===== config.mk =====
export PLATFORM = sky130hd
export DESIGN_NAME = lti_light_threshold_irq
export DESIGN_NICKNAME = d
export VERILOG_FILES = /design/src/hdl/lti_pkg.sv /design/src/hdl/lti_sync.sv /design/src/hdl/lti_light_threshold_irq.sv
export SDC_FILE = /design/constraint.sdc
export NUM_CORES = 1
export LEC_CHECK = 0
export BUFFER_PORTS_ARGS = -buffer_cell sky130_fd_sc_hd__buf_2
export CAP_MARGIN = 20
export CORE_MARGIN = 3
export CORE_UTILIZATION = 45
export CTS_BUF_LIST = sky130_fd_sc_hd__clkbuf_4 sky130_fd_sc_hd__clkbuf_8
export DETAILED_ROUTE_END_ITERATION = 6
export MAX_ROUTING_LAYER = met4
export PLACE_DENSITY = 0.58
export SLEW_MARGIN = 15
export SYNTH_ARGS = -nofsm -noshare
export SYNTH_HDL_FRONTEND = slang
export SYNTH_SLANG_ARGS = --single-unit

===== constraint.sdc =====
create_clock -name clk -period 4.25 [get_ports clk]
set_clock_uncertainty 0.1 [all_clocks]
set_input_delay 0.85 -clock clk [delete_from_list [all_inputs] [get_ports clk]]
set_output_delay 0.85 -clock clk [all_outputs]
set_load 0.03 [all_outputs]

===== src/hdl/lti_pkg.sv =====
package lti_pkg;

    // register pointer values
    localparam logic [4:0] ADDR_INT_CTRL = 5'h02;
    localparam logic [4:0] ADDR_LOW_LSB = 5'h03;
    localparam logic [4:0] ADDR_LOW_MSB = 5'h04;
    localparam logic [4:0] ADDR_HIGH_LSB = 5'h05;
    localparam logic [4:0] ADDR_HIGH_MSB = 5'h06;
    localparam logic [4:0] ADDR_ANALOG = 5'h07;

    // reset values
    localparam logic [7:0] RST_INT_CTRL = 8'h00;
    localparam logic [7:0] RST_LIMIT = 8'h00;
    localparam logic [7:0] RST_ANALOG = 8'h00;
    localparam logic [4:0] RST_PTR = 5'h00;

    // reserved bits read back as zero
    localparam logic [7:0] INT_CTRL_MASK = 8'h7f;
    localparam logic [7:0] ANALOG_MASK = 8'h03;
    localparam logic [7:0] READ_UNMAPPED = 8'h00;

    // interrupt control fields
    localparam int HALT_BIT = 6;
    localparam int MODE_HI = 5;
    localparam int MODE_LO = 4;
    localparam int PERSIST_HI = 3;
    localparam int PERSIST_LO = 0;

    // analog register fields
    localparam int GAIN_HI = 1;
    localparam int GAIN_LO = 0;

    // command byte fields
    localparam int CMD_BIT = 7;
    localparam int TXN_HI = 6;
    localparam int TXN_LO = 5;
    localparam int PTR_HI = 4;
    localparam int PTR_LO = 0;

    localparam logic [3:0] PERSIST_EVERY = 4'h0;
    localparam logic [3:0] PERSIST_MAX = 4'hf;
    localparam logic [3:0] BITS_PER_BYTE = 4'h8;

    // bus address, arbitrary
    localparam logic [6:0] DEV_ADDR_DEFAULT = 7'h2a;

    typedef enum logic [1:0] {
        MODE_OFF = 2'b00,
        MODE_LEVEL = 2'b01,
        MODE_RSVD = 2'b10,
        MODE_TEST = 2'b11
    } lti_mode_t;

    typedef enum logic [1:0] {
        TXN_BYTE = 2'b00,
        TXN_WORD = 2'b01,
        TXN_RSVD = 2'b10,
        TXN_SPECIAL = 2'b11
    } lti_txn_t;

    typedef enum logic [1:0] {
        GAIN_X1 = 2'b00,
        GAIN_X8 = 2'b01,
        GAIN_X16 = 2'b10,
        GAIN_X111 = 2'b11
    } lti_gain_t;

    typedef enum logic [2:0] {
        ST_IDLE = 3'b000,
        ST_ADDR = 3'b001,
        ST_ADDR_ACK = 3'b010,
        ST_WRITE = 3'b011,
        ST_WRITE_ACK = 3'b100,
        ST_READ = 3'b101,
        ST_READ_ACK = 3'b110
    } lti_state_t;

endpackage : lti_pkg


===== src/hdl/lti_sync.sv =====
`timescale 1ns/100ps

// two flop synchroniser for pin inputs
module lti_sync #(
    parameter int WIDTH = 2
) (
    input wire logic clk,
    input wire logic reset,
    input wire logic [WIDTH-1:0] d,
    output logic [WIDTH-1:0] q
);

    logic [WIDTH-1:0] meta_ff;
    logic [WIDTH-1:0] sync_ff;

    always_ff @(posedge clk or posedge reset)
    begin
        if (reset)
        begin
            meta_ff <= '1;
            sync_ff <= '1;
        end
        else
        begin
            meta_ff <= d;
            sync_ff <= meta_ff;
        end
    end

    assign q = sync_ff;

endmodule : lti_sync


===== src/hdl/lti_light_threshold_irq.sv =====
// How it works
// - interrupt pin is open drain, pulled low when asserted, released otherwise
// - level mode raises interrupt when last result leaves window, after persistence
// - interrupt holds until host sends command with transaction code 11
// - halt bit 6 set stops integration once interrupt is asserted
// - mode field 5:4: 00 off, 01 level, 10 reserved, 11 test (pin driven low)
// - persistence 0000 interrupts on every conversion regardless of thresholds
// - persistence 0001 interrupts on any single out-of-range result
// - persistence 2 to 15 needs that many consecutive out-of-range periods
// - only channel 0 result is compared, channel 1 ignored
// - result at or below low threshold is out of range
// - result above high threshold is out of range; equal is in range
// - thresholds are built from byte pairs at 3h/4h and 5h/6h
// - all four threshold bytes reset to zero
// - first data byte with top bit set is taken as command and pointer
// - gain field 1:0 selects 1x, 8x, 16x or 111x
// - interrupt control and gain registers reset to zero
// - single-byte data writes cannot carry values with top bit set
`timescale 1ns/100ps

module lti_light_threshold_irq #(
    parameter logic [6:0] DEV_ADDR = lti_pkg::DEV_ADDR_DEFAULT
) (
    input wire logic clk,
    input wire logic reset,
    input wire logic scl_i,
    input wire logic sda_i,
    output logic sda_o,
    output logic sda_oe,
    input wire logic conv_done_i,
    input wire logic [15:0] ch0_result_i,
    output logic irq_n_o,
    output logic irq_n_oe,
    output logic halt_integration_o,
    output logic [1:0] gain_sel_o
);

    function automatic logic [15:0] pair16(input logic [7:0] msb, input logic [7:0] lsb);
        pair16 = {msb, lsb};
    endfunction : pair16

    logic [1:0] pins_sync;
    logic scl_s;
    logic sda_s;
    logic scl_d_ff;
    logic sda_d_ff;
    logic scl_rise;
    logic scl_fall;
    logic start_seen;
    logic stop_seen;

    lti_pkg::lti_state_t state_ff;
    logic [3:0] bit_cnt_ff;
    logic [7:0] shift_ff;
    logic rw_ff;
    logic first_ff;
    logic ack_oe_ff;
    logic master_ack_ff;

    logic [4:0] ptr_ff;
    lti_pkg::lti_txn_t txn_ff;
    logic [4:0] cmd_ptr;
    logic wr_byte_done;
    logic cmd_take;
    logic data_wr;
    logic rd_byte_end;
    logic irq_clr;
    logic [7:0] rd_data;

    logic [7:0] int_ctrl_ff;
    logic [7:0] low_lsb_ff;
    logic [7:0] low_msb_ff;
    logic [7:0] high_lsb_ff;
    logic [7:0] high_msb_ff;
    logic [7:0] analog_ff;

    logic [15:0] low_limit;
    logic [15:0] high_limit;
    logic [1:0] mode;
    logic [3:0] persist;
    logic halt_on_irq;
    logic below_low;
    logic above_high;
    logic out_of_range;
    logic [3:0] persist_cnt_ff;
    logic [3:0] nxt_persist_cnt;
    logic trigger;
    logic irq_set;
    logic irq_ff;

    // pin sampling and bus conditions
    lti_sync #(
        .WIDTH(2)
    ) u_sync (
        .clk(clk),
        .reset(reset),
        .d({scl_i, sda_i}),
        .q(pins_sync)
    );

    assign scl_s = pins_sync[1];
    assign sda_s = pins_sync[0];

    always_ff @(posedge clk or posedge reset)
    begin
        if (reset)
        begin
            scl_d_ff <= 1'b1;
            sda_d_ff <= 1'b1;
        end
        else
        begin
            scl_d_ff <= scl_s;
            sda_d_ff <= sda_s;
        end
    end

    assign scl_rise = scl_s & ~scl_d_ff;
    assign scl_fall = ~scl_s & scl_d_ff;
    assign start_seen = scl_s & scl_d_ff & sda_d_ff & ~sda_s;
    assign stop_seen = scl_s & scl_d_ff & ~sda_d_ff & sda_s;

    // bus byte engine
    always_ff @(posedge clk or posedge reset)
    begin
        if (reset)
        begin
            state_ff <= lti_pkg::ST_IDLE;
            bit_cnt_ff <= 4'h0;
            shift_ff <= 8'h00;
            rw_ff <= 1'b0;
            first_ff <= 1'b0;
            ack_oe_ff <= 1'b0;
            master_ack_ff <= 1'b0;
        end
        else if (start_seen)
        begin
            state_ff <= lti_pkg::ST_ADDR;
            bit_cnt_ff <= 4'h0;
            ack_oe_ff <= 1'b0;
        end
        else if (stop_seen)
        begin
            state_ff <= lti_pkg::ST_IDLE;
            ack_oe_ff <= 1'b0;
        end
        else
        begin
            case (state_ff)
                lti_pkg::ST_ADDR, lti_pkg::ST_WRITE:
                begin
                    if (scl_rise)
                    begin
                        shift_ff <= {shift_ff[6:0], sda_s};
                        bit_cnt_ff <= bit_cnt_ff + 4'h1;
                    end
                    else if (scl_fall && bit_cnt_ff == lti_pkg::BITS_PER_BYTE)
                    begin
                        if (state_ff == lti_pkg::ST_WRITE)
                        begin
                            ack_oe_ff <= 1'b1;
                            state_ff <= lti_pkg::ST_WRITE_ACK;
                        end
                        else if (shift_ff[7:1] == DEV_ADDR)
                        begin
                            rw_ff <= shift_ff[0];
                            ack_oe_ff <= 1'b1;
                            state_ff <= lti_pkg::ST_ADDR_ACK;
                        end
                        else
                        begin
                            state_ff <= lti_pkg::ST_IDLE;
                        end
                    end
                end
                lti_pkg::ST_ADDR_ACK:
                begin
                    if (scl_fall)
                    begin
                        ack_oe_ff <= 1'b0;
                        bit_cnt_ff <= 4'h0;
                        if (rw_ff)
                        begin
                            shift_ff <= rd_data;
                            state_ff <= lti_pkg::ST_READ;
                        end
                        else
                        begin
                            first_ff <= 1'b1;
                            state_ff <= lti_pkg::ST_WRITE;
                        end
                    end
                end
                lti_pkg::ST_WRITE_ACK:
                begin
                    if (scl_fall)
                    begin
                        ack_oe_ff <= 1'b0;
                        bit_cnt_ff <= 4'h0;
                        first_ff <= 1'b0;
                        state_ff <= lti_pkg::ST_WRITE;
                    end
                end
                lti_pkg::ST_READ:
                begin
                    if (scl_rise)
                    begin
                        bit_cnt_ff <= bit_cnt_ff + 4'h1;
                    end
                    else if (scl_fall)
                    begin
                        if (bit_cnt_ff == lti_pkg::BITS_PER_BYTE)
                        begin
                            state_ff <= lti_pkg::ST_READ_ACK;
                        end
                        else
                        begin
                            shift_ff <= {shift_ff[6:0], 1'b0};
                        end
                    end
                end
                lti_pkg::ST_READ_ACK:
                begin
                    if (scl_rise)
                    begin
                        master_ack_ff <= ~sda_s;
                    end
                    else if (scl_fall)
                    begin
                        bit_cnt_ff <= 4'h0;
                        if (master_ack_ff)
                        begin
                            shift_ff <= rd_data;
                            state_ff <= lti_pkg::ST_READ;
                        end
                        else
                        begin
                            state_ff <= lti_pkg::ST_IDLE;
                        end
                    end
                end
                default:
                begin
                    state_ff <= lti_pkg::ST_IDLE;
                end
            endcase
        end
    end

    // open drain data line, low while acking or sending a zero
    assign sda_o = 1'b0;
    assign sda_oe = ack_oe_ff | (state_ff == lti_pkg::ST_READ & ~shift_ff[7]);

    // first byte with top bit set is a command
    assign wr_byte_done = state_ff == lti_pkg::ST_WRITE && scl_fall && !start_seen
        && !stop_seen && bit_cnt_ff == lti_pkg::BITS_PER_BYTE;
    assign cmd_take = wr_byte_done & first_ff & shift_ff[lti_pkg::CMD_BIT];
    assign data_wr = wr_byte_done & ~cmd_take;
    assign rd_byte_end = state_ff == lti_pkg::ST_READ && scl_fall && !start_seen
        && !stop_seen && bit_cnt_ff == lti_pkg::BITS_PER_BYTE;
    assign cmd_ptr = shift_ff[lti_pkg::PTR_HI:lti_pkg::PTR_LO];
    assign irq_clr = cmd_take
        && shift_ff[lti_pkg::TXN_HI:lti_pkg::TXN_LO] == lti_pkg::TXN_SPECIAL;

    // register pointer and transaction type
    always_ff @(posedge clk or posedge reset)
    begin
        if (reset)
        begin
            ptr_ff <= lti_pkg::RST_PTR;
            txn_ff <= lti_pkg::TXN_BYTE;
        end
        else if (cmd_take)
        begin
            ptr_ff <= cmd_ptr;
            txn_ff <= lti_pkg::lti_txn_t'(shift_ff[lti_pkg::TXN_HI:lti_pkg::TXN_LO]);
        end
        else if ((data_wr || rd_byte_end) && txn_ff == lti_pkg::TXN_WORD)
        begin
            ptr_ff <= ptr_ff + 5'h01;
        end
    end

    // register writes
    always_ff @(posedge clk or posedge reset)
    begin
        if (reset)
        begin
            int_ctrl_ff <= lti_pkg::RST_INT_CTRL;
            analog_ff <= lti_pkg::RST_ANALOG;
            low_lsb_ff <= lti_pkg::RST_LIMIT;
            low_msb_ff <= lti_pkg::RST_LIMIT;
            high_lsb_ff <= lti_pkg::RST_LIMIT;
            high_msb_ff <= lti_pkg::RST_LIMIT;
        end
        else if (data_wr)
        begin
            case (ptr_ff)
                lti_pkg::ADDR_INT_CTRL: int_ctrl_ff <= shift_ff & lti_pkg::INT_CTRL_MASK;
                lti_pkg::ADDR_LOW_LSB: low_lsb_ff <= shift_ff;
                lti_pkg::ADDR_LOW_MSB: low_msb_ff <= shift_ff;
                lti_pkg::ADDR_HIGH_LSB: high_lsb_ff <= shift_ff;
                lti_pkg::ADDR_HIGH_MSB: high_msb_ff <= shift_ff;
                lti_pkg::ADDR_ANALOG: analog_ff <= shift_ff & lti_pkg::ANALOG_MASK;
                default: ;
            endcase
        end
    end

    // register read mux
    always_comb
    begin
        case (ptr_ff)
            lti_pkg::ADDR_INT_CTRL: rd_data = int_ctrl_ff;
            lti_pkg::ADDR_LOW_LSB: rd_data = low_lsb_ff;
            lti_pkg::ADDR_LOW_MSB: rd_data = low_msb_ff;
            lti_pkg::ADDR_HIGH_LSB: rd_data = high_lsb_ff;
            lti_pkg::ADDR_HIGH_MSB: rd_data = high_msb_ff;
            lti_pkg::ADDR_ANALOG: rd_data = analog_ff;
            default: rd_data = lti_pkg::READ_UNMAPPED;
        endcase
    end

    assign low_limit = pair16(low_msb_ff, low_lsb_ff);
    assign high_limit = pair16(high_msb_ff, high_lsb_ff);

    assign mode = int_ctrl_ff[lti_pkg::MODE_HI:lti_pkg::MODE_LO];
    assign persist = int_ctrl_ff[lti_pkg::PERSIST_HI:lti_pkg::PERSIST_LO];
    assign halt_on_irq = int_ctrl_ff[lti_pkg::HALT_BIT];

    assign below_low = ch0_result_i <= low_limit;
    assign above_high = ch0_result_i > high_limit;
    assign out_of_range = below_low | above_high;

    assign nxt_persist_cnt = !out_of_range ? 4'h0 :
        (persist_cnt_ff == lti_pkg::PERSIST_MAX) ? lti_pkg::PERSIST_MAX :
        persist_cnt_ff + 4'h1;

    // every conversion, any single, n periods
    assign trigger = persist == lti_pkg::PERSIST_EVERY
        || (out_of_range && nxt_persist_cnt >= persist);

    // off and reserved codes raise nothing
    assign irq_set = conv_done_i & trigger & (mode == lti_pkg::MODE_LEVEL);

    always_ff @(posedge clk or posedge reset)
    begin
        if (reset)
        begin
            persist_cnt_ff <= 4'h0;
        end
        else if (conv_done_i)
        begin
            persist_cnt_ff <= nxt_persist_cnt;
        end
    end

    always_ff @(posedge clk or posedge reset)
    begin
        if (reset)
        begin
            irq_ff <= 1'b0;
        end
        else if (irq_set)
        begin
            irq_ff <= 1'b1;
        end
        else if (irq_clr)
        begin
            irq_ff <= 1'b0;
        end
    end

    // test code drives line for connectivity checks
    assign irq_n_o = 1'b0;
    assign irq_n_oe = (irq_ff && mode == lti_pkg::MODE_LEVEL) || mode == lti_pkg::MODE_TEST;

    assign halt_integration_o = halt_on_irq & irq_ff;

    assign gain_sel_o = analog_ff[lti_pkg::GAIN_HI:lti_pkg::GAIN_LO];
endmodule : lti_light_threshold_irq


# After elaboration in Yosys (flattened, before gate mapping)
# Index checks and enable logic that the tools add are counted.
# classes
reduce_logical	41
n_div	0
magnitude_cmp	3
bitwise_logic	26
add_sub_neg	3
shifts	0
eq_ne	44
mux	50
mul	0
# op_table
op	n
8-bit two-way mux	9
8-bit case mux with 6 select lines	1
3-bit two-way mux	14
4-bit inequality test, second input constant	8
8-bit case mux with 4 select lines	1
4-bit two-way mux	7
2-bit inequality test, second input constant	12
5-bit by 3-bit equality test with 1-bit output, second input constant	4
16-bit greater-than comparator	1
16-bit <= comparator	1
3-bit case mux with 5 select lines	1
1-bit AND	14
1-bit logical AND	13
4-bit case mux with 3 select lines	1
12-bit AND reduction	1
2-bit AND reduction	6
4-bit nonzero test	3
1-bit two-way mux	11
5-bit by 2-bit equality test with 1-bit output, second input constant	2
5-bit two-way mux	2
1-bit NOT	10
3-bit equality test, second input constant	3
9-bit AND reduction	1
4-bit by 1-bit adder with 4-bit output, second input constant	2
26 further kinds	39
# word_totals
memories	0
ramBits	0
regBits	78
wordCells	188
output_inout_bits	7
mem_bits_ro	0
latch_bits	0
in_bits	21

# Longest topological paths before layout
# Gate-level depths: netlist (run 1).
# depth
depth_word	15
ltp_mapped	14
depth_no_buf	14

# Cells and area by module
# From an unflattened synthesis (run 1), not the netlist that was laid out.
# hier_totals
cells_unflattened	465
hier_area_um2	4810.9
# by_module_without_submodules
mod	seq_area_each_um2	area_per_inst_um2	n_inst	cells_per_inst
lti_light_threshold_irq	1854.3	4702.0	1	460
lti_sync	105.1	108.9	1	5

# Worst setup path after synthesis (run 1)
# No wires, ideal clock.
# synth_path
path_type	input to register
startpoint	in ch0_result_i[14]
endpoint	reg irq_ff
t_arrival_ns	3.397
cell_stages	13
setup_time_ns	0.127
n_path_buf	0
path_slack_ns	0.626
required_ns	4.023
cell_sequence	ha_1 a21oi_1 nand2_1 a221o_1 o31a_1 nor3_4 nand2b_1 ha_1 nand2b_1 a21o_1 a21o_1 a211oi_1 o41ai_1
# synth_via
elab_chain_cells	9
elab_cells_between_ends	11
cone_classes	order compare: 3; mux: 2; bitwise: 3; reduce/logical: 3
# synth_lines
element	line_no	text
from (decl)	lti_light_threshold_irq.sv:31	input wire logic [15:0] ch0_result_i,
16-bit <= comparator / 16-bit greater-than comparator (equally long branches)	lti_light_threshold_irq.sv:331, lti_light_threshold_irq.sv:332	
1-bit bitwise OR (*)	lti_light_threshold_irq.sv:333	assign out_of_range = below_low | above_high;
4-bit two-way mux	lti_light_threshold_irq.sv:335	assign nxt_persist_cnt = !out_of_range ? 4'h0 :
4-bit >= comparator	lti_light_threshold_irq.sv:341	|| (out_of_range && nxt_persist_cnt >= persist);
1-bit logical AND (*)	lti_light_threshold_irq.sv:341	
1-bit logical OR (*)	lti_light_threshold_irq.sv:341	
1-bit AND (*) (2 in a row)	lti_light_threshold_irq.sv:344	assign irq_set = conv_done_i & trigger & (mode == lti_pkg::MODE_LEVEL);
1-bit two-way mux / 2-bit nonzero test (equally long branches)	n/a	
to (signal assigned)	lti_light_threshold_irq.sv:362	irq_ff <= 1'b0;
to (signal assigned)	lti_light_threshold_irq.sv:366	irq_ff <= 1'b1;
to (signal assigned)	lti_light_threshold_irq.sv:370	irq_ff <= 1'b0;
to (decl)	lti_light_threshold_irq.sv:89	logic irq_ff;
# Mark *: on every way between the ends. The rest lies on a longest branch, timed or not.
# A chain may end at the register's enable or synchronous reset.

# Worst setup path after layout (run 1)
# Same ends and word-level chain as after synthesis.

==> results of run 1 <==
## per-layer routing
metal | vias up | GRT usage | share of wire
li1 | 1777 | - | -
met1 | 1747 | 0.262 | 0.48
met2 | 54 | 0.310 | 0.48
met3 | 9 | 0.0388 | 0.036
met4 | 0 | 0.0617 | 0.0096
met5 | - | - | 0
## cells in the final DEF (no fill, tap or decap), types with 4 or more instances in the layout
cell / count
mux2_4: 41
a21oi_1: 31
nand2b_1: 4
ha_1: 43
dfrtp_1: 72
nand2_8: 5
nor4_1: 5
a21o_1: 5
buf_2: 25
nand4_1: 10
a222oi_1: 7
nor2b_1: 5
mux2_2: 7
nand3_1: 9
o31ai_1: 4
inv_1: 43
o21ai_0: 20
nand2_1: 41
a22oi_1: 17
buf_4: 7
clkbuf_8: 10
nor2_1: 25
dfstp_2: 6
## area by class of cell
| type | instances | area share |
|---|---|---|
| multi-input combinational | 340 | 0.518 |
| sequential | 78 | 0.352 |
| timing repair buffer | 32 | 0.0319 |
| tap | 140 | 0.0315 |
| inverter | 44 | 0.0299 |
| clock buffer | 11 | 0.0261 |
| clock inverter | 5 | 0.0103 |
## power by group through the flow
stage               clock, uW  sequential [uW]  combinational [uW]
global placement            0              914                 231
finish                    586              898                 234
floorplan                   0              827                 234
detailed placement          0              914                 236
CTS                       607              899                 237
global route              638              911                 273
## path summary, 6_finish.rpt
path / endpoint / slack (ns) / cells after the start
setup reg to reg: irq_ff$_DFFE_PP0P_ / 0.85 / 14
hold / removal: u_sync.q[1]$_DFF_PP1_ / 0.26 / 0
hold reg to reg: u_sync.q[1]$_DFF_PP1_ / 0.26 / 0
min in group asynchronous: high_lsb_ff[7]$_DFFE_PP0P_ / 0.45 / 2
setup / recovery: irq_ff$_DFFE_PP0P_ / 0.70 / 14
max in group asynchronous: persist_cnt_ff[1]$_DFFE_PP0P_ / 2.84 / 3
## registers in the layout, summed over array words and instances (netlist names), 2 cells and up
| signal | flops |
|---|---|
| high_lsb_ff | 8 |
| high_msb_ff | 8 |
| low_lsb_ff | 8 |
| low_msb_ff | 8 |
| shift_ff | 8 |
| int_ctrl_ff | 7 |
| ptr_ff | 5 |
| bit_cnt_ff | 4 |
| persist_cnt_ff | 4 |
| state_ff | 3 |
| analog_ff | 2 |
| txn_ff | 2 |
| u_sync.meta_ff | 2 |
| u_sync.q | 2 |
## per-stage QoR
step,cell area (um^2),util,worst slack [ns]
after floorplan,5120,-,0.626
after global placement,5360,0.488,0.330
after detailed placement,5360,0.488,0.307
after CTS,5560,0.507,0.709
after global routing,5560,0.507,0.528
final,5560,0.507,0.702
## cells by family after synthesis
family	synth area share
other	0.000733
adder cells (fa/ha/maj)	0.105
buffers and inverters	0.0565
flip-flops	0.383
AND/OR/NAND/NOR	0.167
AO/OA/AOI/OAI	0.140
XOR/XNOR	0.00856
multiplexers	0.140
## worst reg2reg max path: stages, from the launching register on
cell and delay, ns:
dfrtp_1 0.40, inv_1 0.06, ha_1 0.30, a21oi_1 0.16, nand2_1 0.07, a221o_1 0.34
o31a_1 0.37, nor3_4 0.33, nand2b_1 0.16, ha_1 0.22, nand2b_1 0.14, a21o_1 0.17
a21o_1 0.17, a211oi_1 0.22, o41ai_1 0.10
==> reports/metrics.cfg, run 1 <==
[cts]
cts_tree=done
cts-root-buf=clkbuf_8
clk_path_buf_depth=2
cts_made_buffers=9
htree_levels=3
ctsResizeCount=0
clk_pin_slew_ns=0.08
clock_sinks=78
clk_latency_ns=0.37
hold_buffers=0
cts_setup_buffers=0

[pwr]
total_power_uw=1720
pwr-share-comb=0.136
ir_drop_uv=199
p_leak_uw=0.00253
seq_power_share=0.523
p_int_uw=1200
p_per_area_nw_per_um2=309
power.switching_uw=523
p_sw_frac=0.304
p_clk_frac=0.341

[timing]
period_share=0.835
tightest_slew_ns=0.872
fmax_ghz=0.282
drv_slew=0
fin_crit_ns=3.55
hold_viol=0
setup_viol=0
hold_slack_ns=0.258
rsz0062_at_grt=no
fin_tns_setup_ns=0
maxSlewHeadroom=0.418

[finish]
syn_to_final_growth_pct=8.78
multi_input_area_um2=2880
drive_gt1_frac=0.245
antenna_cells=0
layout.cells.non_filler=650
seqCellArea_um2=1960
num-fill-cells=1010
nets=569

[routing]
drc=0
vias=3587
drt_iter0_markers=251
ant_nets=0
wire_per_inst_um=17.6
finalWirelength_um=11500
dr.pass1.iters=4
vias_per_cell=5.52

[die]
ios=28
dieHeight_um=113
rows=38
fp.dieArea_um2=12700
dieWidth_um=113
coreArea_um2=11000
start_util=0.466

[worst_hold_path]
hp-class=flip-flop to flip-flop
min_from=u_sync.meta_ff[1]$_DFF_PP1_

[yosys]
synth_cell_types=67
synth_top_area_frac=0.352
synth_most_common_cell=dfrtp_1
synth_common_cells=72 x dfrtp_1, 44 x inv_1, 43 x ha_1
synth_warnings=0
synth_area_um2=5110
syn_inst=483
synth_edf_count=0
synth_ff_type=dfrtp_1
avgSynthCellArea_um2=10.6
async_flop_share=1.00
synth_area_leaders=dfrtp_1 35%, mux2_4 12%, ha_1 11%, inv_1 3.2%, dfstp_2 3.1%
yosysSeqAreaShare=0.383
yosysTopAreaCell=dfrtp_1
synth_seq_cells=78

[worst_setup_path]
cp_max_fo=8
path_buf_inv=1
path_cells=buf_2 > ha_1 > a21oi_1 > nand2_1 > a221o_1 > o31a_1 > nor3_4 > nand2b_1 > ha_1 > nand2b_1 > a21o_1 > a21o_1 > a211oi_1 > o41ai_1
required_ns=4.40
r2r-start=high_msb_ff[6]$_DFFE_PP0P_
cp-start-kind=primary input
startpoint=ch0_result_i[14]
critPathKind=primary input to flip-flop
end_kind=flip-flop
cpPeakStageDelay_ns=0.37
crit_family=compound AO/OA/AOI/OAI gates
cp.arrival_ns=3.70
slowest_stage=o31a_1

[placement]
hpwl_um=8500
portBuffers=25
gp_congestion=0.837
dp_cells=634

[job]
max_cap_viol_count=0

[grt]
first_global_vias=3610
antenna_found_initial=0
grt_pass1_wl_um=19100
grt_max_degree=39
track_usage=0.199
grt_overflow=0

[run_status]
status=finished, final reports clean

No activity file was read; power rests on OpenSTA's default activity.
==> run 2: changes to the inputs <==
Settings changed: ABC_AREA from default to 1, PLACE_DENSITY 0.58 to 0.6.
Clock period 4.25 ns to 3 ns, I/O delays scaled along.
==> reports/metrics.cfg, run 2 <==
[die]
fp.dieArea_um2=12200  ; was 12,700 um^2
dieHeight_um=111  ; was 113 um
ios=28  ; unchanged
dieWidth_um=111  ; was 113 um
rows=37  ; was 38
coreArea_um2=10500  ; was 11,000 um^2
start_util=0.470  ; was 0.466

[finish]
drive_gt1_frac=0.126  ; was 0.245
num-fill-cells=1072  ; was 1,010
mostFrequentLayoutCell=nand2_1  ; was dfrtp_1
antenna_cells=0  ; unchanged
nets=727  ; was 569
final_cell_mix=145 x nand2_1, 93 x inv_1, 72 x dfrtp_1, 63 x o21ai_0, 51 x nor2_1  ; was 72 x dfrtp_1, 43 x inv_1, 43 x ha_1, 41 x nand2_1, 41 x mux2_4
syn_to_final_growth_pct=11.0  ; was 8.78%
finalInstanceArea_um2=5450  ; was 5560 um^2

[yosys]
synth_area_um2=4910  ; was 5110 um^2
synth_top_area_frac=0.367  ; was 0.352
synth_warnings=0  ; unchanged
synth_edf_count=0  ; unchanged
synth_common_cells=145 x nand2_1, 94 x inv_1, 72 x dfrtp_1  ; was 72 x dfrtp_1, 44 x inv_1, 43 x ha_1
yosysTopAreaCell=dfrtp_1  ; unchanged
synth_most_common_cell=nand2_1  ; was dfrtp_1
yosysSeqAreaShare=0.399  ; was 0.383
synth_ff_type=dfrtp_1  ; unchanged
syn_inst=624  ; was 483
synth_cell_types=41  ; was 67
synth_area_leaders=dfrtp_1 37%, nand2_1 11%, ha_1 11%, inv_1 7.2%, o21ai_0 6.6%  ; was dfrtp_1 35%, mux2_4 12%, ha_1 11%, inv_1 3.2%, dfstp_2 3.1%
synth_seq_cells=78  ; unchanged
avgSynthCellArea_um2=7.88  ; was 10.6 um^2
async_flop_share=1.00  ; unchanged

[routing]
drc=0  ; unchanged
ant_nets=0  ; unchanged
dr.pass1.iters=5  ; was 4
wire_per_inst_um=15.4  ; was 17.6 um
vias=4248  ; was 3,587
finalWirelength_um=12400  ; was 11,500 um
vias_per_cell=5.28  ; was 5.52
drt_iter0_markers=312  ; was 251

[timing]
hold_viol=0  ; unchanged
rsz0062_at_grt=no  ; unchanged
setup_viol=0  ; unchanged
maxSlewHeadroom=0.472  ; was 0.418
period_share=0.916
fin_crit_ns=2.75
tightest_slew_ns=0.789  ; was 0.872 ns
fmax_ghz=0.364
drv_slew=0  ; unchanged
worst_slack_ns=0.253  ; was 0.702 ns

[worst_setup_path]
cp-start-kind=flip-flop  ; was primary input
critPathKind=flip-flop to flip-flop  ; was primary input to flip-flop
required_ns=3.13  ; was 4.40 ns
cpPeakStageDelay_ns=0.35  ; was 0.37 ns
path_cells=inv_1 > ha_1 > nand2_1 > nor4_2 > buf_4 > nand3_1 > nand2_1 > nand2_1 > o21ai_2 > inv_1 > ha_1 > inv_1 > nor2_1 > o211ai_1 > nand3_1 > nand2_1 > nand2_1 > nand2_1 > nand2_1  ; was buf_2 > ha_1 > a21oi_1 > nand2_1 > a221o_1 > o31a_1 > nor3_4 > nand2b_1 > ha_1 > nand2b_1 > a21o_1 > a21o_1 > a211oi_1 > o41ai_1
cp.arrival_ns=2.88  ; was 3.70 ns
path_common_cell=nand2_1
cp_max_fo=3  ; was 8
path_buf_inv=4  ; was 1
crit_family=simple AND/OR/NAND/NOR gates  ; was compound AO/OA/AOI/OAI gates
end_kind=flip-flop  ; unchanged
regToRegSetupSlack_ns=0.25  ; was 0.85 ns
slowest_stage=dfrtp_1  ; was o31a_1

[cts]
hold_buffers=0  ; unchanged
cts_made_buffers=9  ; unchanged
clock_sinks=78  ; unchanged
clk_latency_ns=0.35  ; was 0.37 ns
cts-root-buf=clkbuf_8  ; unchanged
clk_pin_slew_ns=0.08  ; about the same
cts_tree=done  ; unchanged
htree_levels=3  ; unchanged
clk_path_buf_depth=2  ; unchanged

[placement]
placed_cell_area_um2=5240  ; was 5360 um^2
post-place-ws_ns=-0.143  ; was 0.307 ns
portBuffers=25  ; unchanged
gp_congestion=0.885  ; was 0.837
hpwl_um=9560  ; was 8500 um

[job]
max_cap_viol_count=0  ; unchanged

[worst_hold_path]
hp-class=primary input to asynchronous set/reset pin  ; was flip-flop to flip-flop

[pwr]
ir_drop_uv=325  ; was 199 uV
p_per_area_nw_per_um2=542  ; was 309 nW/um^2
p_leak_uw=0.00261  ; was 0.00253 uW

[run_status]
status=finished, final reports clean  ; unchanged

[grt]
grt_use_met2=0.317  ; was 0.310
first_global_vias=4057  ; was 3,610
track_usage=0.213  ; was 0.199
grt_overflow=0  ; unchanged
grt_pass1_wl_um=20500  ; was 19,100 um
antenna_found_initial=0  ; unchanged
grt-busiest-layer=met2  ; unchanged
grt_use_met1=0.307  ; was 0.262
grt_max_degree=35  ; was 39
grt_util_met3=0.0400  ; was 0.0388

run 2: worst paths after layout:
kind | depth (start not counted) | endpoint | start
setup / recovery | 19 | irq_ff$_DFFE_PP0P_ | high_msb_ff[1]$_DFFE_PP0P_
hold / removal | 2 | shift_ff[7]$_DFFE_PP0P_ | reset
setup reg to reg | 19 | irq_ff$_DFFE_PP0P_ | high_msb_ff[1]$_DFFE_PP0P_
hold reg to reg | 0 | u_sync.q[0]$_DFF_PP1_ | u_sync.meta_ff[0]$_DFF_PP1_
max in group asynchronous | 3 | low_lsb_ff[2]$_DFFE_PP0P_ | reset
min in group clk | 1 | u_sync.meta_ff[1]$_DFF_PP1_ | scl_i
run 2: area by class of cell:
cell class / instances / area (um^2) / area share
multi-input combinational: 442 / 2530 / 0.463
timing repair buffer: 36 / 220 / 0.0404
clock inverter: 5 / 58.8 / 0.0108
clock buffer: 11 / 145 / 0.0266
sequential: 78 / 1960 / 0.359
tap: 136 / 170 / 0.0312
inverter: 96 / 374 / 0.0686
run 2: kinds of logic (layout without fill, tap and decap cells):
group | Yosys count | in the layout | share of synthesized area
fa+ha+maj | 43 | 43 | 0.109
simple gates | 250 | 250 | 0.230
flops | 78 | 78 | 0.399
xor+xnor | 2 | 2 | 0.00356
buf+inv | 105 | 148 | 0.0909
compound gates | 145 | 145 | 0.166
other cells | 1 | 2 | 0.000763
run 2: repair_timing:
item | CTS | global route
setup endpoints to repair | 0 | 1
resized for setup | 0 | 5
hold endpoints to repair | 0 | 0
buffers inserted | 0 | 0
run 2: metal layers:
metal,up-vias,share of wire
li1,2133,-
met1,1992,0.48
met2,114,0.45
met3,9,0.056
met4,0,0.0096
met5,-,0
run 2: report_power, final:
| part | switching, uW | internal [uW] | leakage (uW) |
|---|---|---|---|
| Sequential | 98.9 | 1170 | 0.00103 |
| Clock | 386 | 416 | 0.0000990 |
| Combinational | 610 | 277 | 0.00148 |
| Total | 1090 | 1860 | 0.00261 |
run 2: metrics by stage:
stage / hold WS [ns] / TNS, ns / util / total power, uW / instances
floorplan: 0.245 / 0 / - / 1860 / 625
global placement: 0.246 / -0.0249 / 0.500 / 2130 / 788
detailed placement: 0.247 / -0.143 / 0.500 / 2160 / 788
CTS: 0.219 / 0 / 0.520 / 2960 / 804
global route: 0.212 / 0 / 0.521 / 3150 / 804
finish: 0.239 / 0 / 0.521 / 2950 / 804
